===== src/hdl/slm_pkg.sv =====
/*
  Constants, types and helpers shared by the lane sample mapper.
  Assumes a single frame clock; one whole frame moves per cycle.
*/
// Overview of operation
// - twelve-bit mode: lane k takes samples k..k+16
// - octet mode: lanes 0-3 first, 4-7 second
// - ten-bit mode: lane k takes samples k..k+12
// - paired lanes: even 0,2, odd 1,3
package slm_pkg;

  // ----------------------------------------------------------------
  // geometry
  // ----------------------------------------------------------------
  localparam int NUM_LANES = 8;
  localparam int NUM_CH = 4;
  localparam int SMP_PER_CH = 20;
  localparam int SMP_W = 9;
  localparam int LANE_W = 64;
  localparam int SET_N = 5;
  localparam int LANES_PER_CH_WIDE = 4;
  localparam int LANES_PER_CH_PAIR = 2;
  localparam int FIELD12_W = 12;
  localparam int FIELD10_W = 10;
  localparam int OCTET_W = 8;
  localparam int TAIL_W = 4;
  localparam int N12_CNT = 5;
  localparam int N10_CNT = 4;
  localparam int P12_CNT = 2;

  // ----------------------------------------------------------------
  // transport mode codes and octets per frame
  // ----------------------------------------------------------------
  localparam logic [3:0] MODE_N12_8B = 4'hb;
  localparam logic [3:0] MODE_O8_66 = 4'hc;
  localparam logic [3:0] MODE_N10_8B = 4'hd;
  localparam logic [3:0] MODE_P12_66 = 4'he;
  localparam logic [3:0] OCT_N12 = 4'h8;
  localparam logic [3:0] OCT_O8 = 4'h1;
  localparam logic [3:0] OCT_N10 = 4'h5;
  localparam logic [3:0] OCT_P12 = 4'h3;
  localparam logic [3:0] OCT_NONE = 4'h0;

  // ----------------------------------------------------------------
  // reset values and lane enable masks
  // ----------------------------------------------------------------
  localparam logic [LANE_W-1:0] LANE_RST = 64'h0;
  localparam logic [NUM_LANES-1:0] EN_RST = 8'h00;
  localparam logic [NUM_LANES-1:0] EN_LOW4 = 8'h0f;
  localparam logic [NUM_LANES-1:0] EN_ALL = 8'hff;
  localparam logic [NUM_LANES-1:0] EN_LOW2 = 8'h03;

  typedef enum logic [4:0] {
    FMT_NONE = 5'h01,
    FMT_N12 = 5'h02,
    FMT_O8 = 5'h04,
    FMT_N10 = 5'h08,
    FMT_P12 = 5'h10
  } slm_fmt_e;

  typedef enum logic [1:0] {
    VAR_SINGLE = 2'h0,
    VAR_DUAL = 2'h1,
    VAR_QUAD = 2'h2
  } slm_variant_e;

  typedef logic [SMP_W-1:0] slm_smp_t;

  typedef struct packed {
    logic [NUM_CH-1:0][SMP_PER_CH-1:0][SMP_W-1:0] smp;
  } slm_frame_s;

  typedef struct packed {
    logic [NUM_LANES-1:0][LANE_W-1:0] word;
    logic [NUM_LANES-1:0] lane_en;
    logic [3:0] octets;
  } slm_lanes_s;

  // ----------------------------------------------------------------
  // helpers
  // ----------------------------------------------------------------
  function automatic logic [FIELD12_W-1:0] pad12(input slm_smp_t s);
    pad12 = {s, 3'h0};
  endfunction

  function automatic logic [FIELD10_W-1:0] pad10(input slm_smp_t s);
    pad10 = {s, 1'h0};
  endfunction

endpackage


===== src/hdl/slm_lane_pack.sv =====
/*
  Packs up to five samples of one lane into a 64-bit frame word,
  first octet in the top bits. Purely combinational; the caller
  registers the result.
*/
module slm_lane_pack
  import slm_pkg::*;
(
  input slm_fmt_e fmt,
  input wire logic [SET_N-1:0][SMP_W-1:0] set,
  output logic [LANE_W-1:0] word
);

  always_comb begin
    word = LANE_RST;
    case (fmt)
      FMT_N12: begin
        for (int i = 0; i < N12_CNT; i++) begin
          word[LANE_W-1-FIELD12_W*i -: FIELD12_W] = pad12(set[i]);
        end
        word[TAIL_W-1:0] = '0;
      end
      FMT_O8: begin
        // octet mode takes the upper eight bits of the lane's single sample, set[0]
        word[LANE_W-1 -: OCTET_W] = set[0][SMP_W-1 -: OCTET_W];
      end
      FMT_N10: begin
        for (int i = 0; i < N10_CNT; i++) begin
          word[LANE_W-1-FIELD10_W*i -: FIELD10_W] = pad10(set[i]);
        end
      end
      FMT_P12: begin
        for (int i = 0; i < P12_CNT; i++) begin
          word[LANE_W-1-FIELD12_W*i -: FIELD12_W] = pad12(set[i]);
        end
      end
      default: word = LANE_RST;
    endcase
  end

endmodule


===== src/hdl/slm_mapper.sv =====
/*
  Lane sample mapper: takes one frame of channel samples per accepted
  handshake and places them on eight lane words for the link encoder.
  Assumes the mode and variant inputs come from same-clock logic and
  are held steady while frames flow.
*/
module slm_mapper
  import slm_pkg::*;
(
  input wire logic sys_clk,
  input wire logic sys_rst,
  input wire logic [3:0] transport_mode_select,
  input slm_variant_e variant,
  input slm_frame_s in_frame,
  input wire logic in_valid,
  output logic in_ready,
  output slm_lanes_s out_lanes,
  output logic out_valid,
  input wire logic out_ready,
  output logic mode_err
);

  // ----------------------------------------------------------------
  // mode decode
  // ----------------------------------------------------------------
  function automatic slm_fmt_e decode_fmt(input logic [3:0] code,
                                          input slm_variant_e v);
    decode_fmt = FMT_NONE;
    // the wide modes exist only for single and dual parts
    if (code == MODE_N12_8B) begin
      if (v != VAR_QUAD) decode_fmt = FMT_N12;
    end else if (code == MODE_O8_66) begin
      if (v != VAR_QUAD) decode_fmt = FMT_O8;
    end else if (code == MODE_N10_8B) begin
      if (v != VAR_QUAD) decode_fmt = FMT_N10;
    end else if (code == MODE_P12_66) begin
      decode_fmt = FMT_P12;
    end
  endfunction

  function automatic logic [NUM_LANES-1:0] lane_mask(input slm_fmt_e f,
                                                     input slm_variant_e v);
    lane_mask = EN_RST;
    case (f)
      FMT_N12, FMT_O8, FMT_N10: begin
        lane_mask = (v == VAR_DUAL) ? EN_ALL : EN_LOW4;
      end
      FMT_P12: begin
        if (v == VAR_QUAD) begin
          lane_mask = EN_ALL;
        end else if (v == VAR_DUAL) begin
          lane_mask = EN_LOW4;
        end else begin
          lane_mask = EN_LOW2;
        end
      end
      default: lane_mask = EN_RST;
    endcase
  endfunction

  function automatic logic [3:0] octet_count(input slm_fmt_e f);
    octet_count = OCT_NONE;
    case (f)
      FMT_N12: octet_count = OCT_N12;
      FMT_O8: octet_count = OCT_O8;
      FMT_N10: octet_count = OCT_N10;
      FMT_P12: octet_count = OCT_P12;
      default: octet_count = OCT_NONE;
    endcase
  endfunction

  slm_fmt_e fmt;
  logic [NUM_LANES-1:0] en_mask;

  always_comb begin
    fmt = decode_fmt(transport_mode_select, variant);
    en_mask = lane_mask(fmt, variant);
  end

  // ----------------------------------------------------------------
  // sample selection per lane
  // ----------------------------------------------------------------
  logic [NUM_LANES-1:0][SET_N-1:0][SMP_W-1:0] lane_set;
  logic [NUM_LANES-1:0][LANE_W-1:0] lane_word;

  for (genvar l = 0; l < NUM_LANES; l++) begin : g_lane
    localparam int WCH = l / LANES_PER_CH_WIDE;
    localparam int WOFS = l % LANES_PER_CH_WIDE;
    localparam int PCH = l / LANES_PER_CH_PAIR;
    localparam int POFS = l % LANES_PER_CH_PAIR;

    always_comb begin
      lane_set[l] = '0;
      // disabled lanes stay at zero so unused serializers see no data
      if (en_mask[l]) begin
        case (fmt)
          FMT_N12: begin
            for (int i = 0; i < N12_CNT; i++) begin
              lane_set[l][i] =
                in_frame.smp[WCH][WOFS+LANES_PER_CH_WIDE*i];
            end
          end
          FMT_O8: begin
            lane_set[l][0] = in_frame.smp[WCH][WOFS];
          end
          FMT_N10: begin
            for (int i = 0; i < N10_CNT; i++) begin
              lane_set[l][i] =
                in_frame.smp[WCH][WOFS+LANES_PER_CH_WIDE*i];
            end
          end
          FMT_P12: begin
            for (int i = 0; i < P12_CNT; i++) begin
              lane_set[l][i] =
                in_frame.smp[PCH][POFS+LANES_PER_CH_PAIR*i];
            end
          end
          default: lane_set[l] = '0;
        endcase
      end
    end

    slm_lane_pack u_pack (
      .fmt(fmt),
      .set(lane_set[l]),
      .word(lane_word[l])
    );
  end

  // ----------------------------------------------------------------
  // output stage
  // ----------------------------------------------------------------
  slm_lanes_s lanes_q, lanes_d;
  logic valid_q, valid_d;
  logic err_q, err_d;
  logic take;

  // a frame is taken whenever the output slot is free or draining
  assign in_ready = !valid_q || out_ready;
  assign take = in_valid && in_ready;

  always_comb begin
    lanes_d = lanes_q;
    valid_d = valid_q;
    err_d = err_q;
    if (take) begin
      lanes_d.word = lane_word;
      lanes_d.lane_en = en_mask;
      lanes_d.octets = octet_count(fmt);
      valid_d = 1'b1;
      // unsupported selection still passes an all-zero frame
      err_d = (fmt == FMT_NONE);
    end else if (out_ready) begin
      valid_d = 1'b0;
      // the flag belongs to the frame, so it leaves with it
      err_d = 1'b0;
    end
  end

  always_ff @(posedge sys_clk or posedge sys_rst) begin
    if (sys_rst) begin
      lanes_q.word <= '0;
      lanes_q.lane_en <= EN_RST;
      lanes_q.octets <= OCT_NONE;
      valid_q <= 1'b0;
      err_q <= 1'b0;
    end else begin
      lanes_q <= lanes_d;
      valid_q <= valid_d;
      err_q <= err_d;
    end
  end

  assign out_lanes = lanes_q;
  assign out_valid = valid_q;
  assign mode_err = err_q;

endmodule


===== config.mk =====
export PLATFORM = sky130hd
export DESIGN_NAME = slm_mapper
export DESIGN_NICKNAME = d
export VERILOG_FILES = /design/src/hdl/slm_pkg.sv /design/src/hdl/slm_lane_pack.sv /design/src/hdl/slm_mapper.sv
export SDC_FILE = /design/constraint.sdc
export NUM_CORES = 1
export LEC_CHECK = 0
export BUFFER_PORTS_ARGS = -buffer_cell sky130_fd_sc_hd__buf_4
export CORE_AREA = 5 5 494 496
export DETAILED_ROUTE_END_ITERATION = 16
export DIE_AREA = 0 0 499 501
export HOLD_SLACK_MARGIN = 0.02
export SYNTH_ARGS = -nofsm -noshare
export SYNTH_HDL_FRONTEND = slang
export SYNTH_SLANG_ARGS = --single-unit

===== constraint.sdc =====
create_clock -name sys_clk -period 18.3 [get_ports sys_clk]
set_input_delay 2.745 -clock sys_clk [delete_from_list [all_inputs] [get_ports sys_clk]]
set_output_delay 2.745 -clock sys_clk [all_outputs]
set_load 0.01 [all_outputs]

==> results of run 1 <==
## per-stage QoR
stage,hold slack [ps],instances
finish,466,5998
global route,500,5984
CTS,473,5976
detailed placement,459,5867
global placement,457,5867
floorplan,507,2024
## worst max-delay path by stage
stage | from | endpoint | slack, ps | cells past startpoint
detailed placement | sys_rst | out_lanes[470] | 11410 | 6
global route | sys_rst | out_lanes[470] | 11780 | 6
global placement | sys_rst | out_lanes[470] | 11460 | 6
finish | out_ready | in_ready | 12170 | 3
floorplan | sys_rst | mode_err | 3490 | 1
CTS | out_ready | in_ready | 12160 | 3
## where the power goes
| part | total, mW | switching [mW] | internal [mW] |
|---|---|---|---|
| Combinational | 0.392 | 0.249 | 0.143 |
| Sequential | 1.02 | 0.0230 | 0.994 |
| Clock | 1.20 | 0.517 | 0.683 |
## worst reg2reg max path: stages, from the launching register on
cell and delay (ps):
dfrtp_1 390, nand2b_1 250, and2_4 660, buf_12 390, buf_4 890, nand2_1 420
o21ai_0 280
## cell type report
type	instances	area (µm²)	area share (%)
well taps	3185	3990	12.8
repair buffers	919	6940	22.2
diodes	22	55.1	0.176
multi-input cells	1326	7400	23.7
flip-flops and latches	433	10800	34.7
clock buffers	79	1620	5.19
clock inverters	30	345	1.11
inverters	4	22.5	0.0722
## cell families after synthesis
group / Yosys count
and+or+nand+nor: 739
AOI/OAI and AO/OA: 441
DFF: 433
buffers and inverters: 265
muxes: 55
adders and majority gates: 2
other: 1
xor gates and xnor gates: 1
## placed cells by master, fill, tap and decap left out, types with 12 or more instances in the layout
master	instances
a221o_1	25
a221oi_1	58
nand2_1	431
diode_2	22
nor2_1	133
o31ai_1	38
clkbuf_16	58
buf_4	916
a22o_1	40
clkbuf_1	12
o221ai_1	38
nand3_1	95
o21ai_0	124
dfrtp_1	433
conb_1	88
a22oi_1	60
and3_1	35
mux2i_1	54
## metal layers
layer / vias up / global-route usage, % / wire length (µm)
met5: - / 0 / 135
met4: 20 / 2.85 / 4550
met3: 248 / 7.42 / 22700
met2: 1101 / 21.1 / 77100
met1: 9611 / 14.7 / 64800
li1: 8300 / - / -
## registers in the layout (all words and copies together) (netlist names)
signal	flops
out_lanes	431
mode_err	1
out_valid	1
==> metrics.txt, run 1 <==
CTS tree=built; Worst VDD drop=0.0691 mV; row count=180; RSZ-0062 raised after global routing=false; CP max stage delay=260 ps; Setup WS post-layout=12170 ps; Yosys top cell by area=dfrtp_1; Worst Hold Depth=2; status=finished clean; Critical Path Fanout Max=6; via count=19300; placed wire-length estimate=143000 µm; Mapped Area=19500 µm²; main combinational cell family by area after synthesis=compound AO/OA/AOI/OAI gates; adder-cell share of the synthesized area=0.128%; # DRC=0; R2R depth=6; grt ovf=0; CTS clock-pin slew for the worst setup and hold paths=60 ps; reg2reg start=out_valid; H-tree depth=2; Clock Tree Buf Depth=3; FILL cells=27400; Synth top cells by count=433 x dfrtp_1, 432 x nand2_1, 133 x nor2_1, 124 x o21ai_0, 112 x buf_4; Top FF cell, synth=dfrtp_1; Top cell by count, worst path=buf_4; DRT antenna net count=0; Crit path max-delay family=buffers and inverters; final setup vio count=0; worst-margin pin slew=1240 ps; Max-slew headroom=17.3%; number of global-route vias before repair=19400; die area=250000 µm²; total negative setup slack=0 ps; largest net degree at the start of global routing=171; f_max=163 MHz; sequential area share after synthesis=55.6%; Initial DRT Pass Iterations=7; setup slack at placement=11410 ps; r2r endpoint=out_lanes[489]; Routed WL=169000 µm; CP endpoint kind=output pin; crit path DAT=3390 ps; CTS Buf Count=58; layout cells sized above 1=37.3%; MaxCap Viol Count=0; synth unique cells=54; most common cell in the netlist=dfrtp_1; Final Hold Viols=0; Tot Pwr=2.61 mW; Post-Synth XOR/XNOR Area=0.0450%; DRT iter0 DRCs=1577; min-delay worst type=flop to flop; CP startpoint kind=input pin; worst-skew pair later-pin latency=710 ps; root buf cell=clkbuf_16; Core Area=239000 µm²; Synth Area in Simple Gates=16.3%; initial antenna violation count=92; Post CTS Setup Buffer Count=0; vias per inst=3.21; average size of a mapped cell=10.1 µm²; PD cells=83.6 nW/µm²; placed cell area=29200 µm²; post_cts resized=0; WHS Endpoint=out_lanes[116]; synth warn=0; Initial Util=8.15%; nets=3474; Final Critical Period=6130 ps; critical path class=input pin to output pin; CP required=15550 ps; Design Area, Final=31200 µm²; Final Skew=34.0 ps; Yosys top cell area share=55.6%; Hold-fix buffers, CTS=0; Worst Hold Launch=out_lanes[116]; Tcrit/Tclk final=33.5%; IO Port Bufs=880; Synth Register Bits=433; CTS Sinks=433; LEAKAGE=14.4 nW; I/O Pins=1257; Mapped Cells=1937; Area Overhead vs Synth=60.2%; first-pass GRT wire length=212000 µm; GRT Overall Usage=13.0%; CP bufs+invs=2; fin util=13.0%; Cell Chain, Critical Path=buf_4, nand2b_1, buf_4; DIE WIDTH=499 µm; Slew Limit Fails=0; mux cell area share after synthesis=2.83%; GPL Wtd Cong=0.791; CP max-delay cell=nand2b_1; worst reg-to-reg setup slack=14920 ps; post-synthesis compound-gate area fraction=16.8%; EDFF count, synth=0; Die Height=501 µm; WL per Instance=28.2 µm; Synth async-reset ratio=100%; top cells by area, synth=dfrtp_1 56%, nand2_1 8.3%, buf_4 4.3%, o21ai_0 3.2%, mux2i_1 2.8%
(Power assumes the default switching activity.)
==> run 2: changes to the inputs <==
- ABC_AREA: unset -> 1
- CORE_AREA: 5 5 494 496 -> 5 5 487 489
- DIE_AREA: 0 0 499 501 -> 0 0 492 494
- clock period: 18.3 -> 5.9 ns (I/O delays scaled with it)
==> run 2 against run 1 <==
Synthesized area up 3.1%. Die area down 2.8%. Core utilization increased by 0.73 points. Cell area increased by 2.3%. Setup slack got worse by 9300 ps. Worst hold slack worse by 91 ps. Clock power rose to 3.3 times the previous value. Routed wire length fell by 5.3%. Global-route usage decreased by 0.45 points. Largest cell class unchanged.
==> metrics.txt, run 2 <==
Routed WL=160000 µm; post_cts resized=0; IO Port Bufs=880; worst-margin pin slew=990 ps; DIE WIDTH=492 µm; status=finished clean; total negative setup slack=0 ps; synth unique cells=24; via count=21000; GPL Wtd Cong=0.941; CTS clock-pin slew for the worst setup and hold paths=70 ps; I/O Pins=1257; DRT antenna net count=0; Placed Cells=6231; Top FF cell, synth=dfrtp_1; CP endpoint kind=flop; Final Hold Viols=0; most common cell in the netlist=nand2_1; RSZ-0062 raised after global routing=false; Post CTS Setup Buffer Count=0; layout cells sized above 1=31.4%; average size of a mapped cell=8.19 µm²; CTS Buf Count=59; nets=3981; Synth top cells by count=1066 x nand2_1, 433 x dfrtp_1, 318 x nand3_1, 100 x o21ai_0, 96 x buf_4; setup slack at placement=2170 ps; CP max-delay cell=buf_4; area occupied by registers=10800 µm²; Hold-fix buffers, CTS=0; H-tree depth=2; CP bufs+invs=3; row count=177; PD cells=250 nW/µm²; root buf cell=clkbuf_16; MaxCap Viol Count=0; synth warn=0; number of global-route vias before repair=20600; Slew Limit Fails=0; top cells by area, synth=dfrtp_1 54%, nand2_1 20%, nand3_1 7.9%, buf_4 3.6%, a22o_1 2.6%; Mapped Cells=2454; Setup WS post-layout=2890 ps; Tcrit/Tclk final=51.1%; Final Skew=44.4 ps; Worst VDD drop=0.232 mV; Design Area, Final=31900 µm²; CTS tree=built; worst reg-to-reg setup slack=3010 ps; f_max=332 MHz; Hold Worst Slack=376 ps; commonest non-fill, non-tap cell in the layout=nand2_1; critical path class=input pin to flop; Yosys top cell by area=dfrtp_1; CP required=6500 ps; CTS Sinks=433; Initial Util=8.66%; Area Overhead vs Synth=59.0%; first-pass GRT wire length=203000 µm; Max-slew headroom=34.0%; Cell Chain, Critical Path=buf_4, inv_1, ha_1, nor2_1, nand3_1, nand2_4, buf_4, nand2_1, nand2_1, nand3_1, nand2_1, nand2_1, nand2_1; CP startpoint kind=input pin; vias per inst=3.31; placed wire-length estimate=134000 µm; worst-skew pair later-pin latency=710 ps; max reg flops=431; GRT Overall Usage=12.5%; min-delay worst type=input pin to async pin; Multi-input gate area=7820 µm²; sequential area share after synthesis=53.9%; Final Non-Filler Cells=6353; DRT iter0 DRCs=1527; # DRC=0; die area=243000 µm²; FILL cells=26500; Die Height=494 µm; crit path DAT=3620 ps; Yosys top cell area share=53.9%; placed cell area=29800 µm²; Top cell by count, worst path=nand2_1; WL per Instance=25.2 µm; LEAKAGE=16.3 nW; Core Area=232000 µm²; fin util=13.8%; Clock Tree Buf Depth=3; Final Critical Period=3010 ps; largest net degree at the start of global routing=140; Crit path max-delay family=simple AND/OR/NAND/NOR gates; EDFF count, synth=0; CP max stage delay=510 ps; Mapped Area=20100 µm²; Synth Register Bits=433; grt ovf=0; Synth async-reset ratio=100%; most frequent cells in the layout=1063 x nand2_1, 904 x buf_4, 433 x dfrtp_1; final setup vio count=0; Tot Pwr=7.97 mW; Critical Path Fanout Max=52; Initial DRT Pass Iterations=5; initial antenna violation count=69
## run 2: cell types whose count changed after synthesis, sizes merged, moves of 15 or more
cell | previous run | this run
a221o | 25 | 0
a221oi | 59 | 0
a22o | 40 | 60
a22oi | 60 | 7
and2 | 15 | 0
and3 | 37 | 0
inv | 4 | 94
mux2i | 54 | 0
nand2 | 433 | 1067
nand3 | 95 | 319
nor2 | 133 | 5
o211ai | 4 | 22
o31ai | 39 | 0
## run 2: path summary, 6_finish.rpt
check | from | endpoint | cells after the start
max in group asynchronous | sys_rst | out_lanes[395] | 3
hold / removal | sys_rst | out_lanes[435] | 2
setup reg to reg | out_valid | out_lanes[246] | 7
hold reg to reg | out_lanes[317] | out_lanes[317] | 2
min in group sys_clk | in_frame[17] | out_lanes[139] | 2
setup / recovery | variant[0] | out_lanes[250] | 13
## run 2: cell type report
type	count	area share (%)
antenna	11	0.0862
clock buffer	75	5.12
clock inverter	36	1.55
inverter	94	1.15
multi-input combinational	1749	24.5
sequential	433	33.9
tap	3043	11.9
timing repair buffer	912	21.8
## run 2: per-layer routing
layer	global-route usage, %	wire, µm
met2	20.4	72800
met3	7.03	21100
met5	0	173
met4	2.56	3530
met1	14.4	62600
## run 2: cell families (layout without fill, tap and decap cells)
group / Yosys count / in the layout / synth area share (%)
AO/OA/AOI/OAI: 263 / 263 / 8.65
adder cells (fa/ha/maj): 2 / 2 / 0.125
buffers and inverters: 359 / 1117 / 8.97
flip-flops: 433 / 433 / 53.9
other: 1 / 99 / 0.0187
AND/OR/NAND/NOR: 1396 / 1396 / 28.3
## run 2: power by group
| part | leakage (nW) | switching (mW) | internal [mW] |
|---|---|---|---|
| clock network | 1.04 | 1.61 | 2.34 |
| logic | 9.25 | 0.603 | 0.343 |
| registers | 6.01 | 0.0400 | 3.03 |
## run 2: worst reg2reg max path, cell delays in order (launching register included)
cell     delay, ps
dfrtp_1        360
nand2_1         60
buf_4          160
nand2_4        440
buf_4          650
buf_4          780
nand2_1        250
o21ai_0        120
==> run 3: changes to the inputs <==
- ABC_AREA: 1 -> 0
- CORE_AREA: 5 5 487 489 -> 5 5 489 491
- DIE_AREA: 0 0 492 494 -> 0 0 494 496
- clock period: 5.9 -> 2.6 ns (I/O delays scaled with it)
==> run 3 against run 2 <==
Via count decreased by 0.70%. Global-route usage increased by 0.52 points. Cell area up 11%. Core utilization grew 1.3 points. Flip-flop and latch count is the same. Routed wire length grew 4.9%. Non-clock buffer count up 399. Critical path type unchanged. Largest cell class is now non-clock buffers.
==> metrics.txt, run 3 (synthesis gave the netlist of run 1 again) <==
status=finished clean; most frequent cells in the layout=993 x buf_4, 433 x dfrtp_1, 431 x nand2_1; RSZ-0062 raised after global routing=false; H-tree depth=2; I/O Pins=1257; IO Port Bufs=880; DIE WIDTH=494 µm; placed cell area=30400 µm²; min-delay worst type=input pin to flop; grt ovf=0; Tot Pwr=19.3 mW; GPL Wtd Cong=0.811; Initial DRT Pass Iterations=5; GRT Overall Usage=13.0%; Routed WL=168000 µm; layout cells sized above 1=36.4%; final setup vio count=0; CP max-delay cell=dlygate4sd3_1; Cell Chain, Critical Path=dlygate4sd3_1, buf_4, nand2b_2, nand2_4, buf_4, a221oi_1, nor2_1, dlygate4sd3_1; CP required=3240 ps; Worst VDD drop=0.574 mV; Max-slew headroom=48.2%; row count=178; commonest non-fill, non-tap cell in the layout=buf_4; root buf cell=clkbuf_16; CP startpoint kind=input pin; Core Area=234000 µm²; Setup WS post-layout=133 ps; MaxCap Viol Count=0; Design Area, Final=35300 µm²; Post CTS Setup Buffer Count=0; PD cells=546 nW/µm²; crit path DAT=3110 ps; vias per inst=3.28; Die Height=496 µm; LEAKAGE=16.3 nW; WL per Instance=26.4 µm; initial antenna violation count=86; nets=3866; DRT iter0 DRCs=1488; max reg flops=431; CTS clock-pin slew for the worst setup and hold paths=60 ps; via count=20900; Slew Limit Fails=0; placed wire-length estimate=143000 µm; die area=245000 µm²; Final Hold Viols=0; CP endpoint kind=flop; CP max stage delay=580 ps; CTS tree=built; setup slack at placement=-23.5 ps; largest net degree at the start of global routing=88; Final Critical Period=2470 ps; worst-margin pin slew=778 ps; # DRC=0; CTS Sinks=433; Final Non-Filler Cells=6359; Clock Tree Buf Depth=3; f_max=405 MHz; worst-skew pair later-pin latency=710 ps; DRT antenna net count=0; Area Overhead vs Synth=81.3%; Tcrit/Tclk final=94.9%; CTS Buf Count=58; Initial Util=8.32%; Final Skew=63.8 ps; first-pass GRT wire length=212000 µm; critical path class=input pin to flop; Placed Cells=5943; Critical Path Fanout Max=54; number of global-route vias before repair=21300
run 3: changes by cell type in the layout (fill, tap and decap cells not counted), moves of 25 or more:
cell,change
a221o_1,+25
a221oi_1,+58
a22oi_1,+53
and3_1,+35
buf_12,+29
buf_4,+89
dlygate4sd3_1,+281
inv_1,-84
mux2i_1,+54
nand2_1,-632
nand3_1,-222
nor2_1,+130
o21ai_1,-36
o31ai_1,+38
run 3: layout make-up:
cell class | instances | area [µm²]
fillers | 26400 | 199000
clock buffers | 73 | 1620
clock inverters | 35 | 424
multi-input cells | 1326 | 7410
repair buffers | 1311 | 11000
diodes | 27 | 67.6
well taps | 3150 | 3940
flip-flops and latches | 433 | 10800
inverters | 4 | 18.8
run 3: metal layers:
layer  vias to the layer above  global-route usage (%)  wire length [µm]
met2                      1135                    21.0             76200
met1                     10400                    15.0             65500
met3                       235                    6.89             21400
li1                       9104                       -                 -
met5                         -                       0                69
met4                        10                    3.62              4990
run 3: what timing repair did:
item | in CTS | in global routing
setup endpoints to repair | 0 | 2
hold endpoints to repair | 392 | 0
hold buffers | 281 | 0
gates resized for setup | 0 | 1
run 3: critical path: cells and delay by family:
kind | cells | cell delay (ps)
and+or+nand+nor | 3 | 720
AOI/OAI and AO/OA | 1 | 100
buffers and inverters | 4 | 1840
run 3: final timing paths:
| kind | depth (start not counted) | end | start | slack [ps] |
|---|---|---|---|---|
| min in group asynchronous | 4 | out_lanes[83] | sys_rst | 340 |
| min | 3 | out_lanes[303] | in_frame[256] | 60 |
| min reg2reg | 2 | out_lanes[479] | out_lanes[479] | 470 |
| max reg2reg | 7 | out_lanes[357] | out_valid | 260 |
| max | 8 | out_lanes[108] | out_ready | 130 |
| max in group asynchronous | 5 | out_lanes[155] | sys_rst | 1290 |
run 3: per-stage QoR:
| stage | TNS [ps] | hold WS [ps] | utilization, % |
|---|---|---|---|
| after detailed placement | -23.5 | 457 | 13.0 |
| final | 0 | 58.8 | 15.1 |
| after CTS | 0 | 21.0 | 15.0 |
| after global routing | 0 | 52.4 | 15.1 |
| after floorplan | -1574970 | 498 | - |
| after global placement | 0 | 456 | 13.0 |
run 3: power breakdown:
group / internal, mW / switching (mW)
Clock: 5.05 / 3.69
Sequential: 6.99 / 0.159
Combinational: 1.44 / 1.95
Total: 13.5 / 5.80
